$ cat src/hw/dasc_pkg.sv
package dasc_pkg;
    localparam logic [7:0] ADDR_ACCESS_CONTROL_A = 8'h09;
    localparam logic [7:0] ADDR_SYSTEM_CONTROL_A = 8'h0a;
    localparam logic [7:0] ADDR_SYSTEM_STATUS = 8'h0b;
    localparam logic [7:0] ADDR_CRC_EXECUTION_STATUS = 8'h0c;
    localparam logic [7:0] ADDR_RESET_REQUEST = 8'h08;
    localparam logic [1:0] CLKSEL_RESET = 2'h3;
    localparam logic [1:0] CLKSEL_32MHZ = 2'h0;
    localparam logic [1:0] CLKSEL_16MHZ = 2'h1;
    localparam logic [1:0] CLKSEL_8MHZ = 2'h2;
    localparam logic [1:0] CLKSEL_4MHZ = 2'h3;
    localparam logic [7:0] RESET_SIGNATURE = 8'h59;
    localparam logic [7:0] RESET_RELEASE = 8'h00;
    localparam logic [7:0] STATUS_RESET = 8'h01;
    localparam int CTRL_CLK_REQUEST_BIT = 0;
    localparam int CTRL_USER_ROW_DONE_BIT = 1;
    localparam int ST_LOCK = 0;
    localparam int ST_BOOT = 1;
    localparam int ST_USER_ROW_START = 2;
    localparam int ST_PROG_START = 3;
    localparam int ST_SLEEP = 4;
    localparam int ST_RESET_ACTIVE = 5;
    localparam int ST_ERASE_FAILED = 6;
    localparam int ST_BOOT_OR_FAIL = 7;
    localparam logic [2:0] CRC_OFF = 3'h0;
    localparam logic [2:0] CRC_BUSY = 3'h1;
    localparam logic [2:0] CRC_OK = 3'h2;
    localparam logic [2:0] CRC_FAIL = 3'h4;
endpackage : dasc_pkg

$ cat src/hw/dasc_crc_decode.sv
// one-hot crc status, zero when crc is off, from synchronised engine flags
module dasc_crc_decode (
    input wire logic crc_enabled_i,
    input wire logic crc_done_i,
    input wire logic crc_fail_i,
    output logic [2:0] code_o
);
    always_comb
    begin
        if (!crc_enabled_i)
            code_o = dasc_pkg::CRC_OFF;
        else if (!crc_done_i)
            code_o = dasc_pkg::CRC_BUSY;
        else if (crc_fail_i)
            code_o = dasc_pkg::CRC_FAIL;
        else
            code_o = dasc_pkg::CRC_OK;
    end
endmodule // dasc_crc_decode

$ cat src/hw/dasc_regs.sv
module dasc_regs (
    input wire logic clk_i,
    input wire logic rst_i,
    input wire logic enable_i,
    input wire logic [7:0] addr_i,
    input wire logic wr_i,
    input wire logic rd_i,
    input wire logic [7:0] wdata_i,
    input wire logic urow_key_ok_i,
    input wire logic sys_in_reset_i,
    input wire logic sys_sleep_i,
    input wire logic erase_fail_i,
    input wire logic boot_done_i,
    input wire logic locked_i,
    input wire logic prog_start_i,
    input wire logic urow_start_i,
    input wire logic crc_enabled_i,
    input wire logic crc_done_i,
    input wire logic crc_fail_i,
    output logic [7:0] rdata_o,
    output logic [1:0] clk_sel_o,
    output logic clk_req_o,
    output logic urow_done_o,
    output logic sys_reset_req_o,
    output logic access_ok_o
);
    ////////////////////////////////////////////////////////////////////////
    logic s_rst;
    logic s_sleep;
    logic s_efail;
    logic s_boot;
    logic s_lock;
    logic s_prog;
    logic s_urow;
    logic s_crc_en;
    logic s_crc_done;
    logic s_crc_fail;
    logic [2:0] crc_code;

    dasc_sync #(.WIDTH(10)) u_sync (
        .clk_i(clk_i),
        .rst_i(rst_i),
        .d_i({sys_in_reset_i, sys_sleep_i, erase_fail_i, boot_done_i, locked_i,
              prog_start_i, urow_start_i, crc_enabled_i, crc_done_i, crc_fail_i}),
        .q_o({s_rst, s_sleep, s_efail, s_boot, s_lock, s_prog, s_urow,
              s_crc_en, s_crc_done, s_crc_fail})
    );

    dasc_crc_decode u_crc (
        .crc_enabled_i(s_crc_en),
        .crc_done_i(s_crc_done),
        .crc_fail_i(s_crc_fail),
        .code_o(crc_code)
    );

    ////////////////////////////////////////////////////////////////////////
    logic [1:0] clk_sel;
    logic clk_req;
    logic urow_done;
    logic [7:0] rst_req;
    logic efail;
    logic reset_active;
    logic boot;
    logic lock;
    logic enable_q;
    logic [7:0] rdata;
    logic [1:0] next_clk_sel;
    logic next_clk_req;
    logic next_urow_done;
    logic [7:0] next_rst_req;
    logic next_efail;
    logic next_reset_active;
    logic next_boot;
    logic next_lock;
    logic [7:0] next_rdata;
    logic held_reset;
    logic wr_ctrl;
    logic rd_status;
    logic [1:0] settle;
    logic [1:0] next_settle;

    always_comb
    begin
        held_reset = (rst_req == dasc_pkg::RESET_SIGNATURE) || s_rst;
        wr_ctrl = wr_i && (addr_i == dasc_pkg::ADDR_SYSTEM_CONTROL_A);
        rd_status = rd_i && (addr_i == dasc_pkg::ADDR_SYSTEM_STATUS);
        next_clk_sel = clk_sel;
        next_clk_req = clk_req;
        next_urow_done = 1'b0;
        next_rst_req = rst_req;
        if (enable_i && !enable_q)
        begin
            next_clk_sel = dasc_pkg::CLKSEL_RESET;
            next_clk_req = 1'b1;
        end
        else if (wr_i && (addr_i == dasc_pkg::ADDR_ACCESS_CONTROL_A))
            next_clk_sel = wdata_i[1:0];
        else if (wr_ctrl)
        begin
            next_clk_req = wdata_i[dasc_pkg::CTRL_CLK_REQUEST_BIT];
            next_urow_done = wdata_i[dasc_pkg::CTRL_USER_ROW_DONE_BIT] && urow_key_ok_i;
        end
        else if (wr_i && (addr_i == dasc_pkg::ADDR_RESET_REQUEST))
            next_rst_req = wdata_i;
        // failure sets, held reset clears; set wins
        if (s_efail)
            next_efail = 1'b1;
        else if (held_reset)
            next_efail = 1'b0;
        else
            next_efail = efail;
        // reset presence sets, read clears; set wins
        if (held_reset)
            next_reset_active = 1'b1;
        else if (rd_status)
            next_reset_active = 1'b0;
        else
            next_reset_active = reset_active;
        next_boot = held_reset ? 1'b0 : s_boot;
        // lock keeps its reset value until the synchroniser has filled
        next_settle = {settle[0], 1'b1};
        next_lock = settle[1] ? s_lock : lock;
        next_rdata = 8'h00;
        if (rd_i)
        begin
            if (addr_i == dasc_pkg::ADDR_ACCESS_CONTROL_A)
                next_rdata = {6'h00, clk_sel};
            else if (addr_i == dasc_pkg::ADDR_SYSTEM_CONTROL_A)
                next_rdata = {6'h00, urow_done, clk_req};
            else if (addr_i == dasc_pkg::ADDR_RESET_REQUEST)
                next_rdata = rst_req;
            else if (addr_i == dasc_pkg::ADDR_SYSTEM_STATUS)
            begin
                next_rdata[dasc_pkg::ST_BOOT_OR_FAIL] = efail || boot;
                next_rdata[dasc_pkg::ST_ERASE_FAILED] = efail;
                next_rdata[dasc_pkg::ST_RESET_ACTIVE] = reset_active;
                next_rdata[dasc_pkg::ST_SLEEP] = s_sleep;
                next_rdata[dasc_pkg::ST_PROG_START] = s_prog;
                next_rdata[dasc_pkg::ST_USER_ROW_START] = s_urow;
                next_rdata[dasc_pkg::ST_BOOT] = boot;
                next_rdata[dasc_pkg::ST_LOCK] = lock;
            end
            else if (addr_i == dasc_pkg::ADDR_CRC_EXECUTION_STATUS)
                next_rdata = {5'h00, crc_code};
        end
    end

    // status and crc registers have no write path
    always_ff @(posedge clk_i)
    begin
        if (rst_i)
        begin
            clk_sel <= dasc_pkg::CLKSEL_RESET;
            clk_req <= 1'b0;
            urow_done <= 1'b0;
            rst_req <= dasc_pkg::RESET_RELEASE;
            efail <= 1'b0;
            reset_active <= 1'b0;
            settle <= 2'h0;
            boot <= 1'b0;
            lock <= dasc_pkg::STATUS_RESET[dasc_pkg::ST_LOCK];
            enable_q <= 1'b0;
            rdata <= 8'h00;
        end
        else
        begin
            clk_sel <= next_clk_sel;
            clk_req <= next_clk_req;
            urow_done <= next_urow_done;
            rst_req <= next_rst_req;
            efail <= next_efail;
            reset_active <= next_reset_active;
            settle <= next_settle;
            boot <= next_boot;
            lock <= next_lock;
            enable_q <= enable_i;
            rdata <= next_rdata;
        end
    end

    ////////////////////////////////////////////////////////////////////////
    logic next_sys_reset_req;
    logic next_access_ok;

    always_comb
    begin
        next_sys_reset_req = (next_rst_req == dasc_pkg::RESET_SIGNATURE);
        next_access_ok = next_boot && !next_reset_active;
    end

    always_ff @(posedge clk_i)
    begin
        if (rst_i)
        begin
            sys_reset_req_o <= 1'b0;
            access_ok_o <= 1'b0;
        end
        else
        begin
            sys_reset_req_o <= next_sys_reset_req;
            access_ok_o <= next_access_ok;
        end
    end

    assign rdata_o = rdata;
    assign clk_sel_o = clk_sel;
    assign clk_req_o = clk_req;
    assign urow_done_o = urow_done;

    ////////////////////////////////////////////////////////////////////////
    property p_clksel_enable;
        @(posedge clk_i) disable iff (rst_i)
        (enable_i && !enable_q) |=> (clk_sel_o == dasc_pkg::CLKSEL_4MHZ);
    endproperty
    a_clksel_enable: assert property (p_clksel_enable) else $error("clk sel not 4 MHz");

    property p_urow_key;
        @(posedge clk_i) disable iff (rst_i)
        urow_done_o |-> $past(urow_key_ok_i) && $past(wr_ctrl);
    endproperty
    a_urow_key: assert property (p_urow_key) else $error("urow done without key");

    property p_urow_start;
        @(posedge clk_i) disable iff (rst_i)
        (wr_ctrl && !(enable_i && !enable_q) && urow_key_ok_i
            && wdata_i[dasc_pkg::CTRL_USER_ROW_DONE_BIT]) |=> urow_done_o;
    endproperty
    a_urow_start: assert property (p_urow_start) else $error("urow done missing");

    property p_system_clock_request_auto;
        @(posedge clk_i) disable iff (rst_i)
        (enable_i && !enable_q) |=> clk_req_o;
    endproperty
    a_system_clock_request_auto: assert property (p_system_clock_request_auto) else $error("clk req not set");

    property p_system_clock_request_write;
        @(posedge clk_i) disable iff (rst_i)
        (wr_ctrl && !(enable_i && !enable_q))
            |=> (clk_req_o == $past(wdata_i[dasc_pkg::CTRL_CLK_REQUEST_BIT]));
    endproperty
    a_system_clock_request_write: assert property (p_system_clock_request_write) else $error("clk req write lost");

    property p_boot_or_fail;
        @(posedge clk_i) disable iff (rst_i)
        rd_status |=> (rdata_o[dasc_pkg::ST_BOOT_OR_FAIL]
            == (rdata_o[dasc_pkg::ST_ERASE_FAILED] || rdata_o[dasc_pkg::ST_BOOT]));
    endproperty
    a_boot_or_fail: assert property (p_boot_or_fail) else $error("bit 7 not or");

    property p_reset_active_clear;
        @(posedge clk_i) disable iff (rst_i)
        (rd_status && !held_reset) |=> !reset_active;
    endproperty
    a_reset_active_clear: assert property (p_reset_active_clear) else $error("reset flag kept");

    property p_reset_req;
        @(posedge clk_i) disable iff (rst_i)
        (wr_i && !(enable_i && !enable_q) && addr_i == dasc_pkg::ADDR_RESET_REQUEST
            && wdata_i == dasc_pkg::RESET_SIGNATURE) |=> sys_reset_req_o;
    endproperty
    a_reset_req: assert property (p_reset_req) else $error("reset not requested");

    property p_crc_onehot;
        @(posedge clk_i) disable iff (rst_i)
        rd_i && addr_i == dasc_pkg::ADDR_CRC_EXECUTION_STATUS |=> $onehot0(rdata_o[2:0]);
    endproperty
    a_crc_onehot: assert property (p_crc_onehot) else $error("crc not one-hot");

    property p_efail_set;
        @(posedge clk_i) disable iff (rst_i)
        s_efail |=> efail;
    endproperty
    a_efail_set: assert property (p_efail_set) else $error("erase fail lost");

    property p_lock_after_reset;
        @(posedge clk_i) disable iff (rst_i)
        $fell(rst_i) |=> lock ##1 lock;
    endproperty
    a_lock_after_reset: assert property (p_lock_after_reset) else $error("lock dropped");

    property p_reset_active_set;
        @(posedge clk_i) disable iff (rst_i)
        s_rst |=> reset_active;
    endproperty
    a_reset_active_set: assert property (p_reset_active_set) else $error("reset flag missing");

    property p_sleep_read;
        @(posedge clk_i) disable iff (rst_i)
        rd_status |=> (rdata_o[dasc_pkg::ST_SLEEP] == $past(s_sleep));
    endproperty
    a_sleep_read: assert property (p_sleep_read) else $error("sleep flag wrong");
endmodule // dasc_regs

$ cat src/hw/dasc_sync.sv
module dasc_sync #(
    parameter int WIDTH = 1
) (
    input wire logic clk_i,
    input wire logic rst_i,
    input wire logic [WIDTH-1:0] d_i,
    output logic [WIDTH-1:0] q_o
);
    logic [WIDTH-1:0] meta;
    logic [WIDTH-1:0] next_meta;
    logic [WIDTH-1:0] next_q;

    always_comb
    begin
        next_meta = d_i;
        next_q = meta;
    end

    always_ff @(posedge clk_i)
    begin
        if (rst_i)
        begin
            meta <= '0;
            q_o <= '0;
        end
        else
        begin
            meta <= next_meta;
            q_o <= next_q;
        end
    end
endmodule // dasc_sync

$ cat config.mk
export PLATFORM = sky130hd
export DESIGN_NAME = dasc_regs
export DESIGN_NICKNAME = d
export VERILOG_FILES = /design/src/hw/dasc_pkg.sv /design/src/hw/dasc_crc_decode.sv /design/src/hw/dasc_regs.sv /design/src/hw/dasc_sync.sv
export SDC_FILE = /design/constraint.sdc
export NUM_CORES = 1
export LEC_CHECK = 0
export BUFFER_PORTS_ARGS = -buffer_cell sky130_fd_sc_hd__buf_2
export CAP_MARGIN = 20
export CORE_MARGIN = 4
export CORE_UTILIZATION = 50
export CTS_CLUSTER_SIZE = 12
export DETAILED_ROUTE_END_ITERATION = 7
export GPL_TIMING_DRIVEN = 0
export PLACE_DENSITY = 0.76
export SLEW_MARGIN = 10
export SYNTH_ARGS = -nofsm -noshare
export SYNTH_HDL_FRONTEND = slang
export SYNTH_SLANG_ARGS = --single-unit
export TNS_END_PERCENT = 10
$ cat constraint.sdc
create_clock -name clk_i -period 1.7 [get_ports clk_i]
set_clock_uncertainty 0.2 [all_clocks]
set_input_delay 0.085 -clock clk_i [delete_from_list [all_inputs] [get_ports clk_i]]
set_output_delay 0.085 -clock clk_i [all_outputs]
set_load 0.05 [all_outputs]
Word-level counts from Yosys, hierarchy flattened
Cells that the tools add are included.

storage, ports and cells
  bits in registers = 49
  input port bits = 32
  output and inout bits = 14

operators by class
  equality and inequality tests = 8
  muxes and demuxes = 21
  bitwise gates (word level) = 2
  reduce and logical (&&, ||, !) cells = 18

operator list
  operator                                       count
  two-way mux 8 bit                              6
  == test 8 x 4 -> 1 bit, second input constant  5
  == test 8 x 7 -> 1 bit, second input constant  2
  two-way mux 3 bit                              4
  two-way mux 1 bit                              9
  OR reduction 4 bit                             2
  logical AND 1 bit                              7
  two-way mux 2 bit                              2
  nonzero test 2 bit                             2
  OR reduction 2 bit                             2
  logical NOT 1 bit                              2
  logical OR 1 bit                               2
  != test 2 bit, second input constant           1
  inverter 1 bit                                 2
  AND reduction 2 bit                            1

Logic depth before layout (Yosys ltp)
  word-level depth = 8
  mapped depth = 5
  gate-level depth less buffers = 3

Cells and area by module
Synthesis repeated with hierarchy kept, for this count alone.

unflattened totals
  cells, all modules = 191
  area, all modules = 1960.6 um^2

modules (own cells, without submodules)
  module           instances  cells each  area an instance (um^2)
  dasc_regs        1          146         1316.3
  dasc_sync        1          42          618.1
  dasc_crc_decode  1          3           26.3

Worst setup path before layout
Ideal clock, no wire load.

  path type = input to register
  start point = input port addr_i[7]
  end point = register clk_req, in the netlist clk_req_o
  library setup time = 0.120 ns
  arrival time = 1.219 ns
  data required time = 1.380 ns
  slack = 0.162 ns
  stages on the path = 3
  path through = or4b_4 o31a_2 o31a_1

on the way
  word-level cells in the longest chain between the ends = 4
  elaborated cells on any way between the ends = 7

ends and longest elaborated chain
  item                                                                  RTL line                          text
  start: declaration                                                    dasc_regs.sv:5                    input wire logic [7:0] addr_i,
  == test 8 x 4 -> 1 bit (on tied branches)                             dasc_regs.sv:96, dasc_regs.sv:85
  logical AND 1 bit (on tied branches)                                  dasc_regs.sv:96, dasc_regs.sv:85
  != test 2 bit (no source line) or nonzero test 2 bit (tied branches)  -
  AND reduction 2 bit (no source line) (*)                              -
  end signal: assignment                                                dasc_regs.sv:168                  clk_req <= next_clk_req;
  end: declaration                                                      dasc_regs.sv:58                   logic clk_req;

Every way passes the cells marked *; elsewhere a longest branch is shown, timed or not.
A chain may end at the register's enable or synchronous reset.

Final worst setup path
  start point = register enable_q
  end point = register rst_req[4]

on the way
  word-level cells in the longest chain between the ends = 3

ends and longest elaborated chain
  item                      RTL line          text
  start: declaration        dasc_regs.sv:65   logic enable_q;
  start signal: assignment  dasc_regs.sv:176  enable_q <= enable_i;
  logical NOT 1 bit         dasc_regs.sv:91   if (enable_i && !enable_q)
  logical AND 1 bit         dasc_regs.sv:91
  two-way mux 8 bit         dasc_regs.sv:91
  end signal: assignment    dasc_regs.sv:156  rst_req <= dasc_pkg::RESET_RELEASE;
  end signal: assignment    dasc_regs.sv:170  rst_req <= next_rst_req;
  end: declaration          dasc_regs.sv:60   logic [7:0] rst_req;

No other way between the ends.

==> flow_metrics.tcl <==
set metrics [dict create \
    status "complete, no violations" \
    p_total_w 0.002054 \
    reg2reg_slack_ps 120 \
    ios 46 \
    rows 21 \
    multi_input_area_sq_um 794.5 \
    htreeDepth 2 \
    synth_top_flop_cell "dfxtp_1" \
    max_clock_freq_ghz 0.6333 \
    slew_headroom_pct 61.27 \
    clk_latency_ps 290 \
    drv_cap 0 \
    postPlaceCellArea_sq_um 2111 \
    critPathRequiredTime_ps 1730 \
    die-width_um 68.63 \
    hold_path_class "in2reg" \
    drcViolationCount 0 \
    grt_pass1_vias 1413 \
    num_antenna_cells 0 \
    synth-edff-count 0 \
    post_cts_buffers 0 \
    area_delta_synth_final_pct 34.45 \
    num_vias 1487 \
    tightest_slew_ps 578.8 \
    cts_tree "done" \
    cts_max_path_buffers 2 \
    numCtsBuffers 5 \
    rr_startpoint "enable_q" \
    overflow 0 \
    synth_cells 179 \
    grt_max_degree 14 \
    clk_pin_slew_ps 80 \
    dp_hpwl_mm 2.584 \
    ff_latch_area_sq_um 980.9 \
    ant_nets 0 \
    dp_cells 268 \
    wl_per_cell_um 13.74 \
    path_cells "nor2b_1, clkbuf_1, nor4b_2, buf_4, mux2i_1" \
    crit_family "buffers and inverters" \
    power_density_nw_per_um2 831.0 \
    drt_iter0_drc 97 \
    die_h_um 68.63 \
    cp_max_fo 9 \
    worst_hold_path.endpoint "sys_reset_req_o" \
    fin_nets 289 \
    finalSetupViolCount 0 \
    final_cell_count_no_fill 304 \
    vdd_ir_drop_max_v 0.0005846 \
    critPathCaptureType "flop" \
    cp-start-kind "flop" \
    cts_root_buffer "clkbuf_8" \
    antenna_found_initial 0 \
    gp_congestion 0.7587 \
    hold_slack_ps 14.90 \
    syn_nets 211 \
    n_fill_cell 257 \
    holdCritStartpoint "rst_i" \
    drive_gt1_share_pct 24.03 \
    fp.coreArea_sq_um 3442 \
    period_needed_ps 1579 \
    synth_seq_cells 49 \
    cts.sinks 49 \
    async_reset_ff_share_pct 0 \
    grt_use_total_pct 19.73 \
    yosysWarnings 0 \
    cp_num_buf_inv 2 \
    synth.distinct_cells 42 \
    slew_viol_final 0 \
    cp_slowest_stage_delay_ps 320 \
    timing.final.crit_share_pct 92.88 \
    reg2reg_to "rst_req[4]" \
    rsz0062_at_grt "false" \
    r2r_cells 5 \
    critical_path_class "reg2reg" \
    synth.avg_cell_area_sq_um 10.27 \
    viasPerCell 4.891 \
    stdcell_area_sq_um 2471 \
    syn-cell-area_sq_um 1838 \
    yosysSeqAreaShare_pct 53.37 \
    initial_core_util_pct 53.40 \
    port_buffers 43 \
    dieArea_sq_um 4710 \
    critPathSlowestCell "nor4b_2" \
    hold_depth 4 \
    arrival_ps 1610 \
    power.leakage_nw 0.9791 \
    totalWireLength_mm 4.176 \
    firstDrtPassIters 4 \
    grt_pass1_wl_mm 6.644 \
    hold_violations 0 \
]
layout by cell type (no fill, tap or decap), types with 2 or more instances in the layout:
cell / n
a22oi_1: 4
nor2b_1: 25
dlygate4sd3_1: 28
nand4_1: 2
clkbuf_8: 5
dfxtp_1: 49
inv_1: 3
mux2i_1: 12
clkbuf_1: 8
a21oi_1: 5
or3_1: 2
nand2b_1: 3
and3_1: 2
nand3_1: 3
nand2_1: 21
o21ai_0: 2
nor2_1: 6
nor4bb_1: 4
nor3_1: 5
buf_2: 45
area by class of cell:
cell class                      instances  area share, %
Inverter                                3         0.4557
Sequential cell                        49          39.70
Clock buffer                            8          3.241
Buffer                                 10          2.076
Tap cell                               46          2.329
Multi-Input combinational cell        117          32.15
Timing Repair Buffer                   71          20.05
state kept, by name, summed over array words and instances (netlist names):
name and count:
access_ok_o 1, boot 1, clk_req_o 1, clk_sel_o 2, efail 1, enable_q 1, lock 1, rdata_o 8
reset_active 1, rst_req 8, settle 2, sys_reset_req_o 1, u_sync.meta 10, u_sync.q_o 10, urow_done_o 1
cells in the mapped netlist, types with 2 or more instances:
cell / instances / area [sq um]
a22oi_1: 4 / 30.03
nand2b_1: 3 / 18.77
inv_1: 3 / 11.26
nor2b_1: 25 / 156.4
nand4_1: 2 / 12.51
or3_1: 2 / 12.51
clkbuf_1: 5 / 18.77
and3_1: 2 / 12.51
o21ai_0: 2 / 10.01
nor4bb_1: 4 / 40.04
a21oi_1: 5 / 25.02
mux2i_1: 12 / 120.1
nor2_1: 6 / 22.52
nand3_1: 3 / 15.01
dfxtp_1: 49 / 980.9
nor3_1: 5 / 25.02
nand2_1: 21 / 78.83
buf_2: 2 / 10.01
how the worst max path moves through the flow:
stage	startpoint	end	slack, ps	cells after the start
CTS	enable_q	rst_req[0]	130	5
global route	rst_req[3]	access_ok_o	20	3
floorplan	addr_i[7]	clk_req_o	160	3
global placement	addr_i[0]	sys_reset_req_o	-20	5
finish	enable_q	rst_req[4]	120	5
detailed placement	addr_i[0]	rst_req[0]	-50	5
power by group:
part           internal, W  switching (W)  total, W
clock network     0.000293       0.000353  0.000646
logic             0.000115       0.000101  0.000216
registers          0.00118      0.0000119   0.00119
timing repair:
item | 4_1_cts | 5_1_grt
endpoints found under the setup margin | 0 | 0
gates resized for setup | 0 | 0
hold buffers | 28 | 0
endpoints found under the hold margin | 26 | 0
stage by stage:
step / utilization (%) / TNS [ps] / setup slack [ps]
floorplan: - / 0 / 161.6
global placement: 61.32 / -21.77 / -15.40
detailed placement: 61.32 / -385.4 / -46.09
CTS: 71.79 / 0 / 128.7
global route: 71.79 / 0 / 22.43
finish: 71.79 / 0 / 121.1
tightest hold or removal path: stages:
cell and delay [ps]:
buf_2 120, inv_1 110, nand3_1 90, mux2i_1 60
cells by family (layout without fill, tap and decap cells):
logic type | count (synthesis) | in the layout | synth area share, %
and+or+nand+nor | 84 | 84 | 27.16
DFF | 49 | 49 | 53.37
AOI/OAI and AO/OA | 19 | 19 | 7.693
muxes | 14 | 14 | 8.373
buffers and inverters | 13 | 92 | 3.404
routing by layer:
metal  GRT usage [%]  share of wire [%]  vias to the layer above
met4           8.933                1.1                        0
met3           4.376                5.0                        4
met1           23.51                 45                      668
met5               0                  0                        -
met2           33.61                 49                       36
li1                -                  -                      779
Power figures use the tool's default switching activity.
